## config.mk

```make
export PLATFORM = sky130hd
export DESIGN_NAME = fcrx_rx
export DESIGN_NICKNAME = d
export VERILOG_FILES = /design/src/logic/fcrx_pkg.sv /design/src/logic/fcrx_rx.sv
export VERILOG_INCLUDE_DIRS = /design/src /design/src/logic
export SDC_FILE = /design/constraint.sdc
export NUM_CORES = 1
export LEC_CHECK = 0
export ABC_AREA = 1
export BUFFER_PORTS_ARGS = -buffer_cell sky130_fd_sc_hd__buf_4
export CAP_MARGIN = 5
export CORE_MARGIN = 2
export CORE_UTILIZATION = 30
export DETAILED_ROUTE_END_ITERATION = 12
export GPL_TIMING_DRIVEN = 0
export PLACE_DENSITY = 0.57
export SLEW_MARGIN = 20
export SYNTH_ARGS = -nofsm -noshare
export SYNTH_HDL_FRONTEND = slang
export SYNTH_SLANG_ARGS = --single-unit
```

## constraint.sdc

```tcl
create_clock -name core_clk -period 3.7 [get_ports core_clk]
set_input_delay 0.555 -clock core_clk [delete_from_list [all_inputs] [get_ports core_clk]]
set_output_delay 0.555 -clock core_clk [all_outputs]
set_load 0.005 [all_outputs]
```

## src/logic/fcrx_defines.svh

```systemverilog
/*
  constants of the far-end alarm code receiver: register offsets, field
  positions, reset values, code framing and fifo sizing.
  assumes byte offsets on the host register port as printed for the block.
*/
`ifndef FCRX_DEFINES_SVH
`define FCRX_DEFINES_SVH

// register offsets on the host port
`define FCRX_ADDR_W 12
`define FCRX_OFS_CTRL 12'h0d0
`define FCRX_OFS_LIVE 12'h0d4
`define FCRX_OFS_LATCH 12'h0d6
`define FCRX_OFS_IRQ_EN 12'h0d8
`define FCRX_OFS_FIFO 12'h0dc

// field positions
`define FCRX_BIT_SOFT_RESET 0
`define FCRX_BIT_EMPTY 3
`define FCRX_BIT_CODEWORD 1
`define FCRX_BIT_IDLE 0
`define FCRX_BIT_OVERFLOW 2
`define FCRX_BIT_INVALID 7

// reset values
`define FCRX_RST_CTRL 1'h0
`define FCRX_RST_IRQ_EN 3'h0
`define FCRX_RST_LATCH 3'h1

// code framing: eight ones, zero, six code bits, zero
`define FCRX_FLAG_BYTE 8'hff
`define FCRX_IDLE_WORD 16'hffff
`define FCRX_WORD_LAST 4'hf

// fifo depth in codes
`define FCRX_FIFO_DEPTH 16
`define FCRX_PTR_W 4

`endif

```

## src/logic/fcrx_pkg.sv

```systemverilog
/*
  types shared by the far-end alarm code receiver.
  assumes fcrx_defines.svh for the numbers.
*/
`default_nettype none
package fcrx_pkg;
  // detector state: hunting for a codeword or locked on one
  typedef enum logic [1:0] {
    FCRX_HUNT = 2'b01,
    FCRX_LOCK = 2'b10
  } fcrx_state_e;
  typedef logic [5:0] fcrx_code_t;
endpackage
`default_nettype wire

```

## src/logic/fcrx_rx.sv

```systemverilog
/*
  far-end alarm code receiver: serial overhead bit detector for codewords
  and idle, 16-deep code fifo, live and latched status, interrupt request.
  assumes one 10 mhz clock, a synchronous active-high reset, overhead bits
  arriving with a one-cycle valid, and a host port that reads one cycle late.
*/
// Added by the designer: the plain strobed port.
`default_nettype none
`include "fcrx_defines.svh"
module fcrx_rx
(
  input wire logic core_clk,
  input wire logic rst,
  // serial overhead stream from the framer
  input wire logic ovh_bit,
  input wire logic ovh_bit_valid,
  // per-port global status enable from the interrupt tree
  input wire logic port_status_irq_en,
  // host register port
  input wire logic [`FCRX_ADDR_W-1:0] reg_addr,
  input wire logic [15:0] reg_wdata,
  input wire logic reg_wr,
  input wire logic reg_rd,
  output logic [15:0] reg_rdata,
  output logic irq
);
  // shift register of received bits, newest in bit 0
  logic [15:0] shift_q;
  logic [15:0] shift_d;
  fcrx_pkg::fcrx_state_e state_q;
  fcrx_pkg::fcrx_state_e state_d;
  logic [3:0] bit_cnt_q; // bit position inside a locked word
  fcrx_pkg::fcrx_code_t last_code_q; // code of the previous word
  logic stored_q; // current run already put in the fifo
  logic idle_q; // live idle status
  logic cw_prev_q; // codeword status one cycle ago
  logic idle_prev_q; // idle status one cycle ago
  // registers
  logic soft_rst_q;
  logic [2:0] irq_en_q;
  logic [2:0] latch_q;
  logic [2:0] latch_d;
  // fifo
  fcrx_pkg::fcrx_code_t mem [`FCRX_FIFO_DEPTH];
  logic [`FCRX_PTR_W-1:0] wptr_q;
  logic [`FCRX_PTR_W-1:0] rptr_q;
  logic [`FCRX_PTR_W:0] count_q;

  // address decode
  wire sel_ctrl = reg_addr == `FCRX_OFS_CTRL;
  wire sel_live = reg_addr == `FCRX_OFS_LIVE;
  wire sel_latch = reg_addr == `FCRX_OFS_LATCH;
  wire sel_irq_en = reg_addr == `FCRX_OFS_IRQ_EN;
  wire sel_fifo = reg_addr == `FCRX_OFS_FIFO;

  // incoming bit is dropped while the soft reset holds
  wire bit_take = ovh_bit_valid && !soft_rst_q;
  assign shift_d = {shift_q[14:0], ovh_bit};
  // codeword frame: flag byte, zero, six code bits, zero
  wire cw_match = shift_d[15:8] == `FCRX_FLAG_BYTE && !shift_d[7]
    && !shift_d[0];
  // first received code bit (oldest) goes to field bit 0
  wire [5:0] cw_code = {shift_d[1], shift_d[2], shift_d[3], shift_d[4],
    shift_d[5], shift_d[6]};
  wire word_end = bit_cnt_q == `FCRX_WORD_LAST;
  wire locked = state_q == fcrx_pkg::FCRX_LOCK;

  // a code is pushed on the second identical word of a run
  wire push_req = bit_take && locked && word_end && cw_match
    && cw_code == last_code_q && !stored_q;
  wire fifo_empty = count_q == '0;
  wire fifo_full = count_q == (`FCRX_PTR_W+1)'(`FCRX_FIFO_DEPTH);
  wire do_push = push_req && !fifo_full;
  wire overflow = push_req && fifo_full;
  wire do_pop = reg_rd && sel_fifo && !fifo_empty;

  // live status and its rising edges
  wire cw_active = locked;
  wire cw_rise = cw_active && !cw_prev_q;
  wire idle_rise = idle_q && !idle_prev_q;
  wire [2:0] latch_set = {overflow, cw_rise, idle_rise};
  wire [2:0] latch_clr = (reg_wr && sel_latch) ? reg_wdata[2:0] : 3'h0;
  // bits that survive this cycle's clear; watched by the sticky check
  wire [2:0] latch_keep = latch_q & ~latch_clr;
  // set beats a clear in the same cycle
  assign latch_d = (latch_q & ~latch_clr) | latch_set;

  // request only when latched, enabled and the port enable is set
  assign irq = |(latch_q & irq_en_q) && port_status_irq_en;

  // read data mux
  wire [15:0] live_word = {12'h000, fifo_empty, 1'b0, cw_active, idle_q};
  // an empty fifo shows a zero code, never a stale or unwritten entry
  wire [5:0] head_code = fifo_empty ? 6'h00 : mem[rptr_q];
  wire [15:0] fifo_word = {8'h00, fifo_empty, 1'b0, head_code};
  wire [15:0] rd_mux = sel_ctrl ? {15'h0000, soft_rst_q} :
    sel_live ? live_word :
    sel_latch ? {13'h0000, latch_q} :
    sel_irq_en ? {13'h0000, irq_en_q} :
    sel_fifo ? fifo_word : 16'h0000;

  // detector next state
  always_comb
  begin
    state_d = state_q;
    unique case (state_q)
      fcrx_pkg::FCRX_HUNT:
      begin
        // lock on the first framed word
        if (bit_take && cw_match)
          state_d = fcrx_pkg::FCRX_LOCK;
      end
      fcrx_pkg::FCRX_LOCK:
      begin
        // a broken frame, or idle ones, drops the lock
        if (bit_take && word_end && !cw_match)
          state_d = fcrx_pkg::FCRX_HUNT;
      end
      default:
        state_d = fcrx_pkg::FCRX_HUNT;
    endcase
  end

  // detector registers; soft reset holds them cleared
  always_ff @(posedge core_clk)
  begin
    if (rst || soft_rst_q)
    begin
      shift_q <= 16'h0000;
      state_q <= fcrx_pkg::FCRX_HUNT;
      bit_cnt_q <= 4'h0;
      last_code_q <= 6'h00;
      stored_q <= 1'b0;
      idle_q <= 1'b0;
    end
    else if (bit_take)
    begin
      shift_q <= shift_d;
      state_q <= state_d;
      idle_q <= shift_d == `FCRX_IDLE_WORD;
      // count restarts at each framed word boundary
      bit_cnt_q <= (state_d == fcrx_pkg::FCRX_LOCK && (word_end || !locked))
        ? 4'h0 : bit_cnt_q + 4'h1;
      if (cw_match && (word_end || !locked))
      begin
        // a new code value starts a new run
        stored_q <= locked && cw_code == last_code_q;
        last_code_q <= cw_code;
      end
    end
  end

  // edge history for the latched bits
  always_ff @(posedge core_clk)
  begin
    if (rst)
    begin
      cw_prev_q <= 1'b0;
      idle_prev_q <= 1'b0;
    end
    else
    begin
      cw_prev_q <= cw_active;
      idle_prev_q <= idle_q;
    end
  end

  // software registers; latched idle comes up set
  always_ff @(posedge core_clk)
  begin
    if (rst)
    begin
      soft_rst_q <= `FCRX_RST_CTRL;
      irq_en_q <= `FCRX_RST_IRQ_EN;
      latch_q <= `FCRX_RST_LATCH;
    end
    else
    begin
      latch_q <= latch_d;
      if (reg_wr && sel_ctrl)
        soft_rst_q <= reg_wdata[`FCRX_BIT_SOFT_RESET];
      if (reg_wr && sel_irq_en)
        irq_en_q <= reg_wdata[2:0];
    end
  end

  // fifo storage has no reset; only the pointers matter
  always_ff @(posedge core_clk)
  begin
    if (do_push)
      mem[wptr_q] <= cw_code;
  end

  // fifo pointers; soft reset empties the fifo
  always_ff @(posedge core_clk)
  begin
    if (rst || soft_rst_q)
    begin
      wptr_q <= '0;
      rptr_q <= '0;
      count_q <= '0;
    end
    else
    begin
      if (do_push)
        wptr_q <= wptr_q + 1'b1;
      if (do_pop)
        rptr_q <= rptr_q + 1'b1;
      // push and pop together leave the count alone
      if (do_push && !do_pop)
        count_q <= count_q + 1'b1;
      else if (do_pop && !do_push)
        count_q <= count_q - 1'b1;
    end
  end

  // read data stands only in the cycle after the strobe
  always_ff @(posedge core_clk)
  begin
    if (rst)
      reg_rdata <= 16'h0000;
    else
      reg_rdata <= reg_rd ? rd_mux : 16'h0000;
  end
endmodule
`default_nettype wire
```

=== Yosys cells after proc, flatten, opt, wreduce, memory -nomap -nowiden ===
Memories as Yosys holds them, arrays and structs flattened. A register that Yosys moved wholly into a read port is not among the register bits.
Index checks and enable logic that the tools add are counted.
Widths: inputs -> output; s select.

* Add/sub/neg operators: 5
* Eq/ne operators: 13
* Reduce and logical (&&, ||, !) cells: 49
* Bitwise gates (word level): 6
* $lt $le $gt $ge: 0
* Multiply operators: 0
* Div/mod/pow operators: 0
* Shift-type cells: 0
* Mux-type cells: 17

{| class="wikitable"
|+ Operators by type and width
! cell !! number
|-
| $eq 12x8->1 const B || 5
|-
| $mux 4 || 8
|-
| $logic_and 1x1->1 || 26
|-
| $eq 16x16->1 const B || 1
|-
| $add 4x1->4 const B || 3
|-
| $logic_not 1->1 || 12
|-
| $mux 5 || 2
|-
| $eq 8x8->1 const B || 1
|-
| $reduce_or 8->1 || 1
|-
| $reduce_or 7->1 || 1
|-
| $and 3x3->3 || 2
|-
| $eq 6x6->1 || 1
|-
| $reduce_or 3->1 || 2
|-
| $add 5x1->5 const B || 1
|-
| $eq 5x5->1 const B || 1
|-
| $logic_not 5->1 || 1
|-
| $sub 5x1->5 const B || 1
|-
| $eq 2x2->1 const B || 2
|-
| $eq 4x4->1 const B || 1
|-
| $mux 2 || 2
|-
| $pmux 2 s2 || 1
|-
| $reduce_or 4->1 || 1
|-
| $mux 1 || 3
|-
| $mux 3 || 1
|-
| other kinds (8) || 10
|}

* Register bits after elaboration: 58
* Memories kept: 1
* Input bits: 35
* ROM bits: 0
* Memory bits (writable): 96
* Latch bits: 0
* Logic and storage cells: 110
* Output and inout bits: 17

{| class="wikitable"
|+ Memory list
! name !! depth !! bits a word !! rd ports !! clocked after memory_dff !! wr ports !! line !! text
|-
| mem || 16 || 6 || 1 || 1 || 1 || fcrx_rx.sv:44 || <nowiki>fcrx_pkg::fcrx_code_t mem [`FCRX_FIFO_DEPTH];</nowiki>
|}

=== Logic depth before layout (Yosys ltp) ===
Gate-level depths: netlist of the first run.

* Depth in word-level cells: 12
* Depth in mapped cells: 18
* Depth with buffers taken out: 18

=== Worst setup path before layout of the first run ===
No wires, ideal clock.

* Kind: register to register
* From: register shift_q[1]
* To: register count_q[4]
* Stages on the path, launching flop included: 19
* Data required time: 3,581 ps
* Data arrival time: 2,639 ps
* Clock period less this slack: 2,759 ps
* Slack: 941 ps
* Library setup time: 119 ps
* Buffers on the path: 0
* Cell sequence: dfxtp_1 > inv_2 > nand2_1 > nand2_1 > nor3_2 > nand3_1 > nor2_2 > nand3_4 > clkinv_4 > ha_1 > inv_1 > fa_1 > a21o_1 > a21oi_1 > nor2_1 > nor2_1 > nand2_1 > o21ai_0 > a21oi_1

* Cells in the longest elaborated chain, start to end: 7

{| class="wikitable"
|+ Ends and longest elaborated chain
! element !! line !! text
|-
| start: declaration || fcrx_rx.sv:28 || <nowiki>logic [15:0] shift_q;</nowiki>
|-
| start signal: assignment || fcrx_rx.sv:138 || <nowiki>shift_q <= shift_d;</nowiki>
|-
| $eq 6x6->1 (*) || fcrx_rx.sv:70 || <nowiki>&& cw_code == last_code_q && !stored_q;</nowiki>
|-
| $logic_and 1x1->1 (*) (2 in a row) || fcrx_rx.sv:70 ||
|-
| $logic_and 1x1->1 (*) || fcrx_rx.sv:73 || <nowiki>wire do_push = push_req && !fifo_full;</nowiki>
|-
| via do_push || fcrx_rx.sv:73 ||
|-
| $logic_not 1->1 || fcrx_rx.sv:212 || <nowiki>else if (do_pop && !do_push)</nowiki>
|-
| $logic_and 1x1->1 || fcrx_rx.sv:212 ||
|-
| $reduce_bool 2->1 (no line) || n/a ||
|-
| end signal: assignment || fcrx_rx.sv:211 || <nowiki>count_q <= count_q + 1'b1;</nowiki>
|-
| end signal: assignment || fcrx_rx.sv:213 || <nowiki>count_q <= count_q - 1'b1;</nowiki>
|-
| end: declaration || fcrx_rx.sv:47 || <nowiki>logic [`FCRX_PTR_W:0] count_q;</nowiki>
|}

The timed path passes the listed nets; every way through them passes the cells marked *.
A chain may end at the register's enable or synchronous reset.

=== Final worst setup path of the first run ===
Same ends and word-level chain as after synthesis.

==> out/results.ini, run 1 <==
[power]
power_leakage_nw = 3.11
ir_worst_vdd_uv = 265
finalPower_mw = 3.70
power_density_nw_per_um2 = 447

[die]
die_area_um2 = 24800
dieWidth_um = 157
core_area_um2 = 23300
start_util = 0.303
die_h_um = 157
rows = 56
io_pins = 52

[synth]
syn_area_um2 = 7070
synth-seq-cells = 158
syn_avg_cell_area_um2 = 9.59
synth_top_family_by_area = simple AND/OR/NAND/NOR gates
ys_types = 46
synthXorXnorAreaFrac = 0.0136
synth_seq_area_share = 0.583
synth.area.mux_share = 0
synth-compound-area-share = 0.129
synth_warnings = 0
synthAdderAreaFrac = 0.0241
synth_simple_gate_area_share = 0.181
syn_inst = 737

[outcome]
status = finished clean

[timing]
rsz0062_at_grt = no
setup_tns_ns = 0
worst_pin_slew_ns = 0.776
worst_clock_skew_ns = 0.00949
slew_viol_final = 0
fmax_mhz = 319
period_share = 0.848
finalHoldViolCount = 0
hold_slack_ns = 0.357
period_minus_slack_ns = 3.14
setup_viol = 0
max_slew_margin = 0.480

[min_path]
hold_path.class = input pin to flip-flop

[finish]
multi_input_area_um2 = 2490
area.sequential_um2 = 4130
layout_commonest_cell = nor2_1
area_delta_synth_final_pct = 17.2
fin_nets = 841
n_fill_cell = 2355
layout_common_cells = nor2_1 (131), edfxtp_1 (96), o21ai_0 (89)
design_area_um2 = 8290
drive_gt1_frac = 0.160
diodes = 0

[setup_path]
cp-end-kind = flip-flop
cp-start-kind = flip-flop
crit_slowest_cell = dfxtp_2
critPathBufInv = 3
cpPeakStageDelay_ns = 0.59
cp_top_family = simple AND/OR/NAND/NOR gates
worst_path_most_repeated_cell = nand2_1
critical_path_arrival_ns = 3.46
worstSetupPathType = flip-flop to flip-flop
crit_required_ns = 4.02
path_max_fanout = 20
cp_cell_sequence = inv_2, nand2_1, nand2_1, nor3_2, nand3_1, nor2_2, nand3_4, clkinv_4, ha_1, inv_1, fa_1, a21o_1, a21oi_1, nor2_1, nor2_1, nand2_1, o21ai_0, a21oi_1

[grt]
antenna_found_initial = 0
grt_pass1_vias = 4789
grt_pass1_wl_um = 26200
grt_max_degree = 21
grt_use_total = 0.141
overflow = 0

[cts]
cts_setup_buffers = 0
hold_buffers = 0
cts_tree = built
cts.path.max_buffers = 2
cts_max_level = 4
clock_latency_ns = 0.43
cts_resized = 0
cts_sinks = 158
cts_root_buf = clkbuf_16
path_clk_slew_ns = 0.07
cts_buffers = 17

[placement]
hpwl_um = 11500
placedInstanceArea_um2 = 7710
port_buffers = 29
gp_congestion = 0.840

[route]
routed_via_density = 4.56
drt_iter0_drc = 437
wl_per_cell_um = 14.8
ant_nets = 0
wl_um = 16700
drt_first_pass_iters = 5
vias = 5133
drcViolationCount = 0

[job]
cap_violations = 0

metal layers:
layer,track usage,vias to the layer above,part of all wire,wire length (um)
met5,0,-,0,0
met4,0.0407,0,0.0090,150
met3,0.0352,17,0.057,949
met2,0.211,121,0.45,7510
met1,0.200,2396,0.48,8090
li1,-,2599,-,-
path summary, 6_finish.rpt:
kind / startpoint / endpoint / slack, ns / cells after the start
setup / recovery: shift_q[1]$_SDFFE_PP0N_ / count_q[4]$_SDFFE_PP0P_ / 0.56 / 18
hold / removal: rst / latch_q[2]$_SDFF_PP0_ / 0.36 / 2
setup reg to reg: shift_q[1]$_SDFFE_PP0N_ / count_q[4]$_SDFFE_PP0P_ / 0.56 / 18
hold reg to reg: cw_prev_q$_SDFF_PP0_ / latch_q[1]$_SDFF_PP0_ / 0.42 / 1
cell families after synthesis:
family | Yosys count
AND/OR/NAND/NOR | 282
AO/OA/AOI/OAI | 164
flip-flops | 158
buffers and inverters | 108
adder cells (fa/ha/maj) | 13
XOR/XNOR | 11
other | 1
cells in the mapped netlist (all sizes together):
library cell	n	share of area
ha	12	0.021
o22ai	14	0.012
xnor2	3	0.0037
edfxtp	96	0.41
fa	1	0.0028
nand3	36	0.030
a21o	1	0.0011
o22a	2	0.0025
nand4	8	0.0092
inv	72	0.039
dfxtp	62	0.18
o21ai	96	0.069
nor4	2	0.0018
clkinv	3	0.0025
a211oi	1	0.0011
a31oi	1	0.00089
buf	26	0.024
nor2	140	0.080
a21oi	41	0.033
or3b	1	0.0012
o21a	2	0.0021
clkbuf	7	0.0037
conb	1	0.00053
nor3	5	0.0057
xor2	8	0.0099
nand2	90	0.052
o211ai	6	0.0064
stage by stage:
stage	utilization	setup slack, ns	std cells
2_1_floorplan	-	0.941	745
3_3_place_gp	0.331	0.288	1093
3_5_place_dp	0.331	0.281	1093
4_1_cts	0.355	0.264	1125
5_1_grt	0.355	0.0950	1125
6_report	0.355	0.561	1125
final cells by class:
cell class,instances,area share
buffer,33,0.0234
clock buffer,20,0.0565
clock inverter,12,0.0115
inverter,75,0.0350
multi-input combinational,479,0.301
sequential,158,0.499
tap,319,0.0482
timing repair buffer,29,0.0263
report_power, final:
| group | switching, mW | internal, mW |
|---|---|---|
| clock network | 0.738 | 0.932 |
| logic | 0.0699 | 0.0486 |
| registers | 0.0330 | 1.88 |
registers in the layout (all words and copies together) (netlist names), named ones only:
signal and count:
last_code_q 6, soft_rst_q 1, shift_q 15, mem 96, count_q 5, bit_cnt_q 4, irq_en_q 3, reg_rdata 7
stored_q 1, idle_prev_q 1, rptr_q 4, idle_q 1, latch_q 3, cw_prev_q 1, wptr_q 4, state_q 2
No activity file was read; power rests on OpenSTA's default activity.
==> run 2: changes to the inputs <==
- ABC_AREA: 1 -> 0
- PLACE_DENSITY: 0.57 -> 0.58
- clock period: 3.7 -> 3.2 ns (I/O delays scaled with it)
==> run 2 against run 1 <==
  * The flow now finishes with violations (setup timing)
  * Clock skew is 0.0032 ns higher
  * Register-to-register slack worse by 0.59 ns
  * Via count fell by 19%
  * Clock-buffer cell count down 3
  * Global-route usage shrank 1.4 points
  * Combinational power fell by 18%
  * Synthesized cell count down 33%
  * Core utilization is 0.97 points higher
  * Cell count down 25%
  * Critical path depth down 5
  * Power is 12% higher
  * Sequential cell count did not move
  * Critical path type unchanged
  * Largest power group unchanged
  * Highest routed layer unchanged
==> out/results.ini, run 2 <==
[route]
wl_um = 14200  ; -15%
drt_first_pass_iters = 5  ; unchanged
drt_iter0_drc = 327  ; -25%
wl_per_cell_um = 16.9  ; +14%
ant_nets = 0  ; unchanged
drcViolationCount = 0  ; unchanged
vias = 4136  ; -19%
routed_via_density = 4.91  ; +7.5%

[setup_path]
cp_cell_sequence = nand4_1, or4_4, or4_4, a21oi_4, buf_6, ha_4, inv_4, fa_2, a21o_1, a21oi_2, xnor2_1, or3_1, a21oi_1
path_max_fanout = 4  ; -80%
worst_path_most_repeated_cell = or4_4
cp-end-kind = flip-flop
reg2reg_from = shift_q[11]$_SDFFE_PP0N_
critical_path_arrival_ns = 3.58  ; +0.12 ns
crit_required_ns = 3.55  ; -0.47 ns
worstSetupPathType = flip-flop to flip-flop
cp_top_family = simple AND/OR/NAND/NOR gates
r2r_end = count_q[4]$_SDFFE_PP0P_
cpPeakStageDelay_ns = 0.52  ; -0.07 ns
worstRegToRegCells = 13  ; -5
r2r_slack_ns = -0.03  ; -0.59 ns
crit_slowest_cell = or4_4
path_depth = 13  ; -5
critPathBufInv = 2  ; -1
cp-start-kind = flip-flop

[synth]
netlist.area_leader.share = 0.427  ; +0.0196
synth-seq-cells = 158  ; unchanged
synthTopCellsByArea = edfxtp_1 (43%), dfxtp_1 (18%), mux4_2 (8.7%)
yosysMostFrequentCell = edfxtp_1
yosys.area.top_type = edfxtp_1
synth_warnings = 0  ; unchanged
synth_edf_count = 96  ; unchanged
syn_area_um2 = 6740  ; -4.6%
async_flop_share = 0  ; unchanged
syn_inst = 491  ; -33%
synth_commonest_cells = edfxtp_1 (96), dfxtp_1 (62), nor2_1 (45)
syn_avg_cell_area_um2 = 13.7  ; +43%
synth_seq_area_share = 0.612  ; +0.0280
synth_flop_cell = edfxtp_1
ys_types = 54  ; +17%

[cts]
cts_buffers = 17  ; unchanged
path_clk_slew_ns = 0.06  ; about the same
cts.path.max_buffers = 2  ; unchanged
cts_tree = built
cts_root_buf = clkbuf_16
cts_sinks = 158  ; unchanged
clock_latency_ns = 0.42  ; about the same
hold_buffers = 0  ; unchanged
cts_max_level = 4  ; unchanged

[timing]
worst_pin_slew_ns = 0.722  ; -0.0543 ns
fin_ws_ns = -0.0273  ; -0.588 ns
slew_viol_final = 0  ; unchanged
finalHoldViolCount = 0  ; unchanged
max_slew_margin = 0.519  ; +0.0381
worst_clock_skew_ns = 0.0127  ; +0.00324 ns
period_share = 1.01  ; +0.160
period_minus_slack_ns = 3.23  ; +0.0885 ns
rsz0062_at_grt = yes
hold_slack_ns = 0.311  ; -0.0462 ns
setup_viol = 1  ; +1
fmax_mhz = 310  ; -2.7%

[die]
die_h_um = 154  ; -2.3%
rows = 54  ; -3.6%
dieWidth_um = 154  ; -2.3%
start_util = 0.307  ; +0.00419
die_area_um2 = 23700  ; -4.5%
io_pins = 52  ; unchanged
core_area_um2 = 22000  ; -5.9%

[outcome]
status = finished with violations
failed_checks = setup timing

[min_path]
whs_path_depth = 3  ; +1
holdPathEnd = irq_en_q[1]$_SDFFE_PP0P_
hp-start = reg_wdata[1]
hold_path.class = input pin to flip-flop

[finish]
drive_gt1_frac = 0.224  ; +0.0638
largest_register_ffs = 96  ; unchanged
n_fill_cell = 2044  ; -13%
top_register = mem
biggestRegsByFlops = mem x96, shift_q x15, reg_rdata x7
diodes = 0  ; unchanged
fin_nets = 598  ; -29%
area_delta_synth_final_pct = 18.8
layout_commonest_cell = edfxtp_1
layout_common_cells = edfxtp_1 (96), dfxtp_1 (52), nor2_1 (45)
fin_cells = 843  ; -25%

[power]
finalPower_mw = 4.15  ; +12%
ir_worst_vdd_uv = 419  ; +58%
power_density_nw_per_um2 = 518  ; +16%
power_leakage_nw = 2.83  ; -9.0%

[grt]
grt_pass1_vias = 4148  ; -13%
grt_max_degree = 22  ; +4.8%
grt_pass1_wl_um = 22700  ; -13%
grt_use_total = 0.127  ; -0.0140
overflow = 0  ; unchanged
antenna_found_initial = 0  ; unchanged

[placement]
port_buffers = 27  ; -6.9%
gp_congestion = 0.808  ; -3.8%
hpwl_um = 9800  ; -15%
dp.cells = 806  ; -26%

[job]
cap_violations = 0  ; unchanged

[run 2: cell count changes in the layout (fill, tap and decap cells not counted), sizes merged, moves of 5 or more]
cell,previous run,this run
nor2,140,45
o21ai,96,10
nand2,90,17
inv,80,14
mux2i,0,40
nand3,36,6
mux4,0,26
a21oi,41,19
and3,0,19
nor2b,0,14
o22ai,14,1
xnor2,3,11
xor2,8,3
[run 2: layout make-up]
| cell class | count | area (um2) | share of cell area |
|---|---|---|---|
| tap | 280 | 350 | 0.0437 |
| timing repair buffer | 33 | 248 | 0.0309 |
| inverter | 9 | 36.3 | 0.00453 |
| sequential | 158 | 4150 | 0.518 |
| clock buffer | 17 | 425 | 0.0531 |
| multi-input combinational | 301 | 2500 | 0.313 |
| clock inverter | 15 | 136 | 0.0170 |
| buffer | 30 | 159 | 0.0198 |
[run 2: worst reg2reg max path, stage by stage, from the launching register on]
cell	delay [ns]
dfxtp_2	0.34
nand4_1	0.13
or4_4	0.52
or4_4	0.52
a21oi_4	0.15
buf_6	0.13
ha_4	0.15
inv_4	0.05
fa_2	0.36
a21o_1	0.17
a21oi_2	0.12
xnor2_1	0.08
or3_1	0.31
a21oi_1	0.12
[run 2: logic make-up (layout without fill, tap and decap cells)]
group                      Yosys count  in the layout  synth area share
AOI/OAI and AO/OA                   52             52            0.0505
xor gates and xnor gates            14             14            0.0182
adders and majority gates           13             13            0.0252
buffers and inverters               40            104            0.0291
DFF                                158            158             0.612
muxes                               66             66             0.146
other                                1              9          0.000556
and+or+nand+nor                    147            147             0.119
[run 2: worst max-delay path by stage]
stage | startpoint | end | slack [ns]
detailed placement | shift_q[3]$_SDFFE_PP0N_ | count_q[4]$_SDFFE_PP0P_ | -0.56
floorplan | ovh_bit | count_q[4]$_SDFFE_PP0P_ | 0.03
global placement | shift_q[4]$_SDFFE_PP0N_ | count_q[4]$_SDFFE_PP0P_ | -0.40
CTS | shift_q[12]$_SDFFE_PP0N_ | count_q[4]$_SDFFE_PP0P_ | -0.05
finish | shift_q[11]$_SDFFE_PP0N_ | count_q[4]$_SDFFE_PP0P_ | -0.03
global route | shift_q[10]$_SDFFE_PP0N_ | count_q[4]$_SDFFE_PP0P_ | -0.14
[run 2: timing repair]
action	4_1_cts	5_1_grt
setup endpoints to repair	4	2
buffers inserted	4	2
resized for setup	16	5
gates cloned	0	0
pin swaps	2	6
[run 2: power by group]
part	total, mW	internal [mW]	switching (mW)
sequential	2.15	2.14	0.0117
clock	1.90	1.08	0.823
combinational	0.0974	0.0444	0.0530
[run 2: metal layers]
metal	GRT usage	up-vias	part of all wire
met1	0.160	2056	0.44
met4	0.0543	0	0.020
met5	0	-	0
met3	0.0335	18	0.047
met2	0.205	103	0.49
li1	-	1959	-
[run 2: metrics by stage]
step | worst slack (ns) | area [um2] | utilization | TNS, ns
5_1_grt | -0.144 | 8010 | 0.365 | -0.144
6_report | -0.0273 | 8010 | 0.365 | -0.0273
4_1_cts | -0.0485 | 7970 | 0.363 | -0.0485
3_3_place_gp | -0.401 | 7350 | 0.335 | -0.565
2_1_floorplan | 0.0290 | 6790 | - | 0
3_5_place_dp | -0.558 | 7350 | 0.335 | -1.08
